--- src/core/cmu_pkg.sv ---
`default_nettype none

package cmu_pkg;

    localparam int COEF_W    = 13;
    localparam int FRAC_W    = 12;
    localparam int PIX_W     = 12;
    localparam int EXP_W     = 2;
    localparam int WID_W     = 4;
    localparam int NUM_COEF  = 12;
    localparam int PIPE_SETS = 6;

    // Register byte offsets: row r, term k at (r*4 + k) * 4
    localparam logic [7:0] COEF_BASE_ADDR = 8'h00;
    localparam logic [7:0] CTRL_ADDR      = 8'h30;
    localparam logic [7:0] STAT_ADDR      = 8'h34;

    // Control field positions
    localparam int CTRL_EXP_LSB = 0;
    localparam int CTRL_FMT_LSB = 2;
    localparam int CTRL_WID_LSB = 4;

    // Values after reset: unity matrix, exponent 1, 12-bit input
    localparam logic [12:0] COEF_UNITY_RST = 13'h0800;
    localparam logic [12:0] COEF_ZERO_RST  = 13'h0000;
    localparam logic [1:0]  EXP_RST        = 2'h1;
    localparam logic [3:0]  WID_RST        = 4'hC;
    localparam logic [3:0]  WID_MIN        = 4'h8;
    localparam logic [3:0]  WID_MAX        = 4'hC;
    localparam logic [2:0]  SETS_DONE      = 3'h6;

    typedef enum logic [1:0] {
        FMT_444     = 2'b00,
        FMT_422     = 2'b01,
        FMT_444_DDR = 2'b10,
        FMT_422_DDR = 2'b11
    } cmu_fmt_type;

    localparam cmu_fmt_type FMT_RST = FMT_444;

endpackage : cmu_pkg

`default_nettype wire

--- src/core/cmu_coef_if.sv ---
`timescale 1ns/1ns
`default_nettype none

interface cmu_coef_if;
    logic signed [cmu_pkg::COEF_W-1:0] coeff [3];
    logic signed [cmu_pkg::COEF_W-1:0] offset;
    logic        [cmu_pkg::EXP_W-1:0]  exponent;

    modport src (
        output coeff,
        output offset,
        output exponent
    );
    modport snk (
        input coeff,
        input offset,
        input exponent
    );
endinterface : cmu_coef_if

`default_nettype wire

--- src/core/cmu_top.sv ---
`timescale 1ns/1ns
`default_nettype none

module cmu_top (
    input  wire logic                        pclk,
    input  wire logic                        presetn,
    input  wire logic                        psel,
    input  wire logic                        penable,
    input  wire logic                        pwrite,
    input  wire logic [7:0]                  paddr,
    input  wire logic [31:0]                 pwdata,
    output logic      [31:0]                 prdata,
    output logic                             pready,
    output logic                             pslverr,
    input  wire logic [cmu_pkg::PIX_W-1:0]   in_red,
    input  wire logic [cmu_pkg::PIX_W-1:0]   in_green,
    input  wire logic [cmu_pkg::PIX_W-1:0]   in_blue,
    output logic                             out_clk,
    output logic      [cmu_pkg::PIX_W-1:0]   out_red,
    output logic      [cmu_pkg::PIX_W-1:0]   out_green,
    output logic      [cmu_pkg::PIX_W-1:0]   out_blue,
    output logic                             out_ddr,
    output logic                             out_valid
);

    logic signed [cmu_pkg::COEF_W-1:0] coef_reg [cmu_pkg::NUM_COEF];
    logic        [cmu_pkg::EXP_W-1:0]  exp_reg;
    cmu_pkg::cmu_fmt_type              fmt_reg;
    logic        [cmu_pkg::WID_W-1:0]  wid_reg;
    logic        [2:0]                 sets_reg;
    logic                              chroma_ph_reg;
    logic        [cmu_pkg::PIX_W-1:0]  in_reg [3];
    logic        [cmu_pkg::PIX_W-1:0]  res [3];
    logic        [cmu_pkg::PIX_W-1:0]  raw [3];
    logic        [3:0]                 shift;
    logic                              wr_en;
    logic                              rd_setup;
    logic                              coef_hit;
    logic                              ctrl_hit;
    logic                              stat_hit;
    logic        [3:0]                 coef_idx;
    logic        [31:0]                rd_next;
    logic        [31:0]                ctrl_word;
    logic        [31:0]                stat_word;
    logic        [cmu_pkg::PIX_W-1:0]  chroma;

    ////////////////////////////////////////////////////////////////////
    // Register decode
    assign coef_idx = paddr[5:2];
    assign coef_hit = (paddr[1:0] == 2'h0)
                   && (paddr < (cmu_pkg::COEF_BASE_ADDR + 8'h30));
    assign ctrl_hit = (paddr == cmu_pkg::CTRL_ADDR);
    assign stat_hit = (paddr == cmu_pkg::STAT_ADDR);
    assign wr_en    = psel && penable && pwrite;
    assign rd_setup = psel && !penable && !pwrite;
    assign pready   = 1'b1;
    assign pslverr  = psel && penable && !(coef_hit || ctrl_hit || stat_hit);

    assign ctrl_word = {24'h000000, wid_reg, fmt_reg, exp_reg};
    assign stat_word = {28'h0000000, sets_reg, out_valid};

    always_comb begin
        rd_next = 32'h00000000;
        if (coef_hit) begin
            rd_next = {{19{coef_reg[coef_idx][12]}}, coef_reg[coef_idx]};
        end else if (ctrl_hit) begin
            rd_next = ctrl_word;
        end else if (stat_hit) begin
            rd_next = stat_word;
        end
    end

    ////////////////////////////////////////////////////////////////////
    // Coefficient and offset registers
    genvar i;
    generate
        for (i = 0; i < cmu_pkg::NUM_COEF; i++) begin : g_coef
            localparam logic [12:0] RST_VAL = ((i % 5) == 0 && i < 11)
                ? cmu_pkg::COEF_UNITY_RST : cmu_pkg::COEF_ZERO_RST;
            always_ff @(posedge pclk or negedge presetn) begin
                if (!presetn) begin
                    coef_reg[i] <= RST_VAL;
                end else if (wr_en && coef_hit && coef_idx == 4'(i)) begin
                    coef_reg[i] <= pwdata[cmu_pkg::COEF_W-1:0];
                end
            end
        end
    endgenerate

    ////////////////////////////////////////////////////////////////////
    // Control register, one field per process
    always_ff @(posedge pclk or negedge presetn) begin
        if (!presetn) begin
            exp_reg <= cmu_pkg::EXP_RST;
        end else if (wr_en && ctrl_hit) begin
            exp_reg <= pwdata[cmu_pkg::CTRL_EXP_LSB +: cmu_pkg::EXP_W];
        end
    end

    always_ff @(posedge pclk or negedge presetn) begin
        if (!presetn) begin
            fmt_reg <= cmu_pkg::FMT_RST;
        end else if (wr_en && ctrl_hit) begin
            fmt_reg <= cmu_pkg::cmu_fmt_type'(
                pwdata[cmu_pkg::CTRL_FMT_LSB +: 2]);
        end
    end

    always_ff @(posedge pclk or negedge presetn) begin
        if (!presetn) begin
            wid_reg <= cmu_pkg::WID_RST;
        end else if (wr_en && ctrl_hit) begin
            wid_reg <= pwdata[cmu_pkg::CTRL_WID_LSB +: cmu_pkg::WID_W];
        end
    end

    ////////////////////////////////////////////////////////////////////
    // Read data register
    always_ff @(posedge pclk or negedge presetn) begin
        if (!presetn) begin
            prdata <= 32'h00000000;
        end else if (rd_setup) begin
            prdata <= rd_next;
        end
    end

    ////////////////////////////////////////////////////////////////////
    // Input alignment, MSB-justified to 12 bits
    always_comb begin
        if (wid_reg < cmu_pkg::WID_MIN) begin
            shift = cmu_pkg::WID_MAX - cmu_pkg::WID_MIN;
        end else if (wid_reg > cmu_pkg::WID_MAX) begin
            shift = 4'h0;
        end else begin
            shift = cmu_pkg::WID_MAX - wid_reg;
        end
    end

    assign raw[0] = in_red;
    assign raw[1] = in_green;
    assign raw[2] = in_blue;

    generate
        for (i = 0; i < 3; i++) begin : g_in
            always_ff @(posedge pclk or negedge presetn) begin
                if (!presetn) begin
                    in_reg[i] <= '0;
                end else begin
                    in_reg[i] <= raw[i] << shift;
                end
            end
        end
    endgenerate

    ////////////////////////////////////////////////////////////////////
    // Three matrix rows
    generate
        for (i = 0; i < 3; i++) begin : g_row
            cmu_coef_if cf ();
            assign cf.coeff[0] = coef_reg[i*4];
            assign cf.coeff[1] = coef_reg[i*4 + 1];
            assign cf.coeff[2] = coef_reg[i*4 + 2];
            assign cf.offset   = coef_reg[i*4 + 3];
            assign cf.exponent = exp_reg;
            cmu_channel u_chan (
                .pclk    (pclk),
                .presetn (presetn),
                .cf      (cf.snk),
                .in0     (in_reg[0]),
                .in1     (in_reg[1]),
                .in2     (in_reg[2]),
                .result  (res[i])
            );
        end
    endgenerate

    ////////////////////////////////////////////////////////////////////
    // Output format stage
    always_ff @(posedge pclk or negedge presetn) begin
        if (!presetn) begin
            chroma_ph_reg <= 1'b0;
        end else if (fmt_reg == cmu_pkg::FMT_422
                     || fmt_reg == cmu_pkg::FMT_422_DDR) begin
            chroma_ph_reg <= !chroma_ph_reg;
        end else begin
            chroma_ph_reg <= 1'b0;
        end
    end

    // Cb (row 2) on even pixels, Cr (row 0) on odd pixels
    assign chroma = chroma_ph_reg ? res[0] : res[2];

    // Red port, rising-edge half in double-rate formats
    always_ff @(posedge pclk or negedge presetn) begin
        if (!presetn) begin
            out_red <= '0;
        end else begin
            unique case (fmt_reg)
                cmu_pkg::FMT_444: begin
                    out_red <= res[0];
                end
                cmu_pkg::FMT_422: begin
                    out_red <= chroma;
                end
                cmu_pkg::FMT_444_DDR: begin
                    out_red <= {res[0][11:4], res[1][11:8]};
                end
                cmu_pkg::FMT_422_DDR: begin
                    out_red <= chroma;
                end
            endcase
        end
    end

    // Green port, falling-edge half in double-rate formats
    always_ff @(posedge pclk or negedge presetn) begin
        if (!presetn) begin
            out_green <= '0;
        end else begin
            unique case (fmt_reg)
                cmu_pkg::FMT_444: begin
                    out_green <= res[1];
                end
                cmu_pkg::FMT_422: begin
                    out_green <= res[1];
                end
                cmu_pkg::FMT_444_DDR: begin
                    out_green <= {res[1][7:4], res[2][11:4]};
                end
                cmu_pkg::FMT_422_DDR: begin
                    out_green <= res[1];
                end
            endcase
        end
    end

    always_ff @(posedge pclk or negedge presetn) begin
        if (!presetn) begin
            out_blue <= '0;
        end else begin
            unique case (fmt_reg)
                cmu_pkg::FMT_444: begin
                    out_blue <= res[2];
                end
                cmu_pkg::FMT_422: begin
                    out_blue <= '0;
                end
                cmu_pkg::FMT_444_DDR: begin
                    out_blue <= '0;
                end
                cmu_pkg::FMT_422_DDR: begin
                    out_blue <= '0;
                end
            endcase
        end
    end

    always_ff @(posedge pclk or negedge presetn) begin
        if (!presetn) begin
            out_ddr <= 1'b0;
        end else begin
            unique case (fmt_reg)
                cmu_pkg::FMT_444: begin
                    out_ddr <= 1'b0;
                end
                cmu_pkg::FMT_422: begin
                    out_ddr <= 1'b0;
                end
                cmu_pkg::FMT_444_DDR: begin
                    out_ddr <= 1'b1;
                end
                cmu_pkg::FMT_422_DDR: begin
                    out_ddr <= 1'b1;
                end
            endcase
        end
    end

    ////////////////////////////////////////////////////////////////////
    // Output clock, rising mid-cycle of the data
    assign out_clk = !pclk;

    ////////////////////////////////////////////////////////////////////
    // Pipeline fill tracking
    always_ff @(posedge pclk or negedge presetn) begin
        if (!presetn) begin
            sets_reg <= 3'h0;
        end else if (sets_reg != cmu_pkg::SETS_DONE) begin
            sets_reg <= sets_reg + 3'h1;
        end
    end

    assign out_valid = (sets_reg == cmu_pkg::SETS_DONE);

endmodule : cmu_top

`default_nettype wire

--- src/core/cmu_channel.sv ---
`timescale 1ns/1ns
`default_nettype none

module cmu_channel (
    input  wire logic                       pclk,
    input  wire logic                       presetn,
    cmu_coef_if.snk                         cf,
    input  wire logic [cmu_pkg::PIX_W-1:0]  in0,
    input  wire logic [cmu_pkg::PIX_W-1:0]  in1,
    input  wire logic [cmu_pkg::PIX_W-1:0]  in2,
    output logic      [cmu_pkg::PIX_W-1:0]  result
);

    logic signed [25:0] prod_reg [3];
    logic signed [29:0] acc_reg;
    logic signed [29:0] scl_reg;
    logic signed [29:0] sum_next;
    logic signed [29:0] int_next;
    logic        [12:0] ops [3];

    assign ops[0] = {1'b0, in0};
    assign ops[1] = {1'b0, in1};
    assign ops[2] = {1'b0, in2};

    ////////////////////////////////////////////////////////////////////
    // Stage 1: three products
    genvar k;
    generate
        for (k = 0; k < 3; k++) begin : g_mul
            always_ff @(posedge pclk or negedge presetn) begin
                if (!presetn) begin
                    prod_reg[k] <= '0;
                end else begin
                    prod_reg[k] <= cf.coeff[k] * $signed(ops[k]);
                end
            end
        end
    endgenerate

    ////////////////////////////////////////////////////////////////////
    // Stage 2: sum plus row offset
    always_comb begin
        sum_next = 30'(prod_reg[0]) + 30'(prod_reg[1])
                 + 30'(prod_reg[2]);
        sum_next = sum_next
                 + (30'(cf.offset) <<< cmu_pkg::FRAC_W);
    end

    always_ff @(posedge pclk or negedge presetn) begin
        if (!presetn) begin
            acc_reg <= '0;
        end else begin
            acc_reg <= sum_next;
        end
    end

    ////////////////////////////////////////////////////////////////////
    // Stage 3: common power-of-two scale
    always_ff @(posedge pclk or negedge presetn) begin
        if (!presetn) begin
            scl_reg <= '0;
        end else begin
            scl_reg <= acc_reg <<< cf.exponent;
        end
    end

    ////////////////////////////////////////////////////////////////////
    // Stage 4: drop fraction, saturate
    assign int_next = scl_reg >>> cmu_pkg::FRAC_W;

    always_ff @(posedge pclk or negedge presetn) begin
        if (!presetn) begin
            result <= '0;
        end else if (int_next < 30'sd0) begin
            result <= '0;
        end else if (int_next > 30'sd4095) begin
            result <= '1;
        end else begin
            result <= int_next[cmu_pkg::PIX_W-1:0];
        end
    end

endmodule : cmu_channel

`default_nettype wire

--- config.mk ---
export PLATFORM = sky130hd
export DESIGN_NAME = cmu_top
export DESIGN_NICKNAME = d
export VERILOG_FILES = /design/src/core/cmu_pkg.sv /design/src/core/cmu_coef_if.sv /design/src/core/cmu_top.sv /design/src/core/cmu_channel.sv
export SDC_FILE = /design/constraint.sdc
export NUM_CORES = 2
export LEC_CHECK = 0
export BUFFER_PORTS_ARGS = -buffer_cell sky130_fd_sc_hd__buf_2
export CORE_AREA = 4 4 391 393
export CTS_CLUSTER_SIZE = 8
export DETAILED_ROUTE_END_ITERATION = 7
export DIE_AREA = 0 0 395 397
export HOLD_SLACK_MARGIN = 0.08
export MAX_ROUTING_LAYER = met4
export PLACE_DENSITY = 0.82
export SLEW_MARGIN = 20
export SYNTH_ARGS = -nofsm -noshare
export SYNTH_HDL_FRONTEND = slang
export SYNTH_SLANG_ARGS = --single-unit
--- constraint.sdc ---
create_clock -name pclk -period 13.3 [get_ports pclk]
set_input_delay 2.66 -clock pclk [delete_from_list [all_inputs] [get_ports pclk]]
set_output_delay 2.66 -clock pclk [all_outputs]
set_load 0.01 [all_outputs]
Yosys cells after proc, flatten, opt, wreduce, memory -nomap -nowiden
Index checks and enable logic that the tools add are counted.
- register bits after elaboration: 723
- bits of input ports: 81
- output and inout bits: 73
- logic and storage cells: 154
- add/sub/neg operators: 11
- multiply operators: 9
- order comparisons: 10
- eq/ne operators: 18
- shift-type cells: 6
- mux-type cells: 20
- bitwise logic cells: 1
- reductions and logical operators: 36
- operators by type and width (operator ; count):
    $mul 13x13->26 ; 9
    $add 30x25->30 ; 3
    $sshl 30x2->30 ; 3
    $add 27x26->28 ; 3
    $mux 12 ; 7
    $add 26x26->27 ; 3
    $mux 32 ; 2
    $gt 18x13->1 const B ; 3
    $lt 18x1->1 const B ; 3
    $bmux 13 s4 ; 1
    $pmux 12 s2 ; 2
    $pmux 12 s3 ; 1
    $shl 12x4->12 ; 3
    $mux 13 ; 2
    $logic_and 1x1->1 ; 20
    $eq 4x3->1 const B ; 4
    $eq 4x4->1 const B ; 4
    $eq 8x6->1 const B ; 2
    $mux 4 ; 3
    $eq 4x2->1 const B ; 2
    $lt 8x6->1 const B ; 1
    $reduce_or 2->1 ; 3
    $reduce_or 3->1 ; 2
    $ge 5x5->1 const B ; 1
    16 further kinds ; 24

Depth between registers and ports, before layout
- depth in word-level cells: 6
- depth in mapped cells: 23
- depth with buffers taken out: 23

By module
From an unflattened synthesis, not the netlist that was laid out.
- cells, all modules: 8543
- area total of the unflattened synthesis: 84626.2 µm²
- by module, submodules not included (module ; times used ; cells an instance ; area each (µm²) ; sequential area each (µm²)):
    cmu_channel at g_row[1].u_chan ; 1 ; 2539 ; 24185.7 ; 3203.1
    cmu_channel at g_row[2].u_chan ; 1 ; 2534 ; 24154.4 ; 3203.1
    cmu_channel at g_row[0].u_chan ; 1 ; 2503 ; 24030.5 ; 3203.1
    cmu_top ; 1 ; 967 ; 12255.5 ; 6363.6

==> flow_summary.json <==
{
  "status": "complete, no violations",
  "crit_family": "buffers and inverters",
  "hold_ws_ns": 0.478,
  "arrival_ns": 7.44,
  "root_buffer": "clkbuf_16",
  "dp_hpwl_mm": 172,
  "total_power_mw": 5.58,
  "max-slew-margin-rel": 0.215,
  "start_kind": "clock port",
  "gp_congestion": 0.993,
  "antenna_found_initial": 24,
  "slowest_delay_ns": 0.24,
  "drive_above_1_share": 0.0735,
  "power_density_mw_per_mm2": 62.2,
  "reg2regPathDepth": 20,
  "die_area_mm2": 0.157,
  "final_nets": 10785,
  "whs_path_depth": 1,
  "criticalPathCategory": "clock port to primary output",
  "n_fill_cell": 11880,
  "largest_register_ffs": 234,
  "die_w_um": 395,
  "power.leakage_nw": 49.1,
  "port_buffers": 133,
  "grt_pass1_wl_mm": 357,
  "grt_max_degree": 166,
  "combPwrFrac": 0.183,
  "path_cells": "clkbuf_16 > clkbuf_16 > clkbuf_16 > inv_1 > buf_2",
  "tns_ns": 0,
  "crit_required_ns": 10.64,
  "dp.cells": 10537,
  "rsz0062_at_grt": "false",
  "antenna_left": 0,
  "seq_area_frac_synth": 0.189,
  "crit_buf_inv": 5,
  "syn_to_final_growth_pct": 5.70,
  "power.switching_mw": 1.73,
  "setup_violations": 0,
  "clk_pin_slew_ns": 0.05,
  "cts-htree-levels": 3,
  "internal-power_mw": 3.85,
  "die_h_um": 397,
  "synth_ff_type": "dfrtp_1",
  "yosys.area.top_type": "fa_1",
  "synth-async-reset-ratio": 1.00,
  "drc": 0,
  "yosysTopAreaCellShare": 0.333,
  "pwr-share-clk": 0.391,
  "first_pass_iters": 6,
  "start_util": 0.568,
  "syn-cell-area_mm2": 0.0848,
  "holdBufCountCts": 0,
  "syn_avg_cell_area_um2": 9.75,
  "synth_cell_types": 88,
  "peakVddDrop_v": 0.0000837,
  "coreArea_mm2": 0.149,
  "worst_hold_path_type": "flop to flop",
  "vias": 60753,
  "wl_mm": 224,
  "synth-edff-count": 0,
  "vias_per_cell": 5.68,
  "cts_tree": "built",
  "syn_inst": 8703,
  "seqCellArea_mm2": 0.0161,
  "io_pins": 154,
  "yosysWarningCount": 0,
  "final_cell_count_no_fill": 10695,
  "crit_path_frequent_cell": "clkbuf_16",
  "grt_remaining_overflow": 0,
  "drtIter0Drc": 5130,
  "crit_cells": 5,
  "hold_viol": 0,
  "switching_share": 0.310,
  "postCtsSetupBuffers": 0,
  "grt_usage": 0.302,
  "grt_pass1_vias": 64810,
  "ys_seq_elements": 641,
  "wl_per_cell_um": 20.9,
  "clock-skew-final_ns": 0.0408,
  "synthTopCellsByArea": "fa_1 33%, dfrtp_1 19%, ha_1 10%",
  "rows": 142,
  "synth_fp_nets": 10872,
  "cp_slowest_cell": "clkbuf_16",
  "worstSkewPairLatency_ns": 0.71,
  "finalMaxSlewViolations": 0,
  "cts_buffers": 92,
  "seqPwrFrac": 0.426,
  "crit_path_max_fanout": 11,
  "cts_buffer_depth": 3,
  "worst_pin_slew_ns": 1.17,
  "maxCapViolations": 0,
  "endpoint_kind": "primary output",
  "post_cts_resized": 0,
  "multi_input_area_mm2": 0.0594
}
## kinds of logic (layout without fill, tap and decap cells)
kind of cell | Yosys count | count (layout) | share of synthesized area
buffers and inverters | 2479 | 2430 | 0.111
AND/OR/NAND/NOR | 2201 | 2201 | 0.129
adder cells (fa/ha/maj) | 2088 | 2088 | 0.433
AO/OA/AOI/OAI | 649 | 649 | 0.0497
flip-flops | 641 | 641 | 0.189
multiplexers | 348 | 348 | 0.0586
XOR/XNOR | 296 | 296 | 0.0306
other | 1 | 26 | 0.0000442
## power by group through the flow
stage,Clock [mW],Sequential (mW),Combinational [mW]
6_report,2.18,2.38,1.02
5_1_grt,2.29,2.40,1.12
4_1_cts,2.21,2.37,1.01
3_5_place_dp,0.00547,2.40,1.00
3_3_place_gp,0.00547,2.39,0.972
2_1_floorplan,0.00296,2.32,0.626
## cells in the mapped netlist, types with 17 or more instances
| library cell | instances |
|---|---|
| buf_1 | 24 |
| buf_4 | 20 |
| and3_1 | 31 |
| nand2_1 | 839 |
| nor3_1 | 61 |
| xor2_1 | 69 |
| and2_1 | 761 |
| mux4_2 | 100 |
| a31oi_1 | 24 |
| ha_1 | 678 |
| nand3_1 | 59 |
| o21ai_0 | 132 |
| o21bai_1 | 18 |
| a21o_1 | 71 |
| or3_1 | 23 |
| a211oi_1 | 24 |
| nor2b_1 | 54 |
| nand4_1 | 17 |
| dfrtp_1 | 635 |
| o21a_1 | 37 |
| xnor2_1 | 227 |
| nor2_1 | 267 |
| clkbuf_1 | 315 |
| inv_1 | 2112 |
| mux2i_1 | 59 |
| fa_1 | 1410 |
| mux2_2 | 189 |
| nand2b_1 | 45 |
| a21oi_1 | 202 |
## final cells by class
class,count,area share
antenna,25,0.000698
clock buffer,124,0.0272
clock inverter,10,0.00127
inverter,2111,0.0884
multi-input combinational,5583,0.663
sequential,641,0.179
tap,2016,0.0281
timing repair buffer,185,0.0123
## final timing paths
check	from	endpoint	slack [ns]
worst max-delay path	pclk	out_clk	3.20
worst min-delay path	g_row[1].u_chan.result[1]	out_green[1]	0.48
worst max register to register	in_reg[13]	g_row[1].u_chan.prod_reg[48]	6.11
worst min register to register	g_row[1].u_chan.result[1]	out_green[1]	0.48
max in group asynchronous	presetn	g_row[0].u_chan.prod_reg[16]	8.94
min in group asynchronous	presetn	g_row[1].u_chan.prod_reg[63]	2.05
## stage by stage
step           utilization  area [µm²]  setup WS [ns]
4_1_cts              0.599       89600           3.16
5_1_grt              0.600       89700           3.17
6_report             0.600       89700           3.20
3_5_place_dp         0.582       87000           3.86
2_1_floorplan            -       84800           3.92
3_3_place_gp         0.582       87000           3.86
## worst register-to-register path: stages, from the launching register on
cell	delay (ns)
dfrtp_2	0.79
and2_1	0.39
fa_1	0.55
inv_1	0.06
fa_1	0.48
inv_1	0.06
fa_1	0.49
inv_1	0.05
fa_1	0.49
fa_1	0.49
inv_1	0.05
ha_1	0.33
o21a_1	0.14
o31a_1	0.17
o21ai_0	0.13
a2111oi_0	0.79
nor4_1	0.20
o311ai_0	0.51
a31oi_1	0.22
o21ai_0	0.27
xor2_1	0.38
## cell usage in the layout (no fill, tap or decap), types with 69 or more instances in the layout
master     instances
ha_1             678
clkbuf_16         92
a21o_1            71
o21ai_0          131
nand2_1          838
mux2_2           189
and2_1           761
xnor2_1          227
fa_1            1410
inv_1           2112
nor2_1           266
a21oi_1          201
xor2_1            69
dfrtp_1          620
buf_2            132
mux4_2           100
## per-layer routing
metal	track usage	vias up	part of all wire
met5	-	-	0
met3	0.0815	743	0.12
li1	-	26066	-
met4	0.145	0	0.057
met2	0.442	3159	0.44
met1	0.393	30785	0.39
Power figures use the tool's default switching activity.
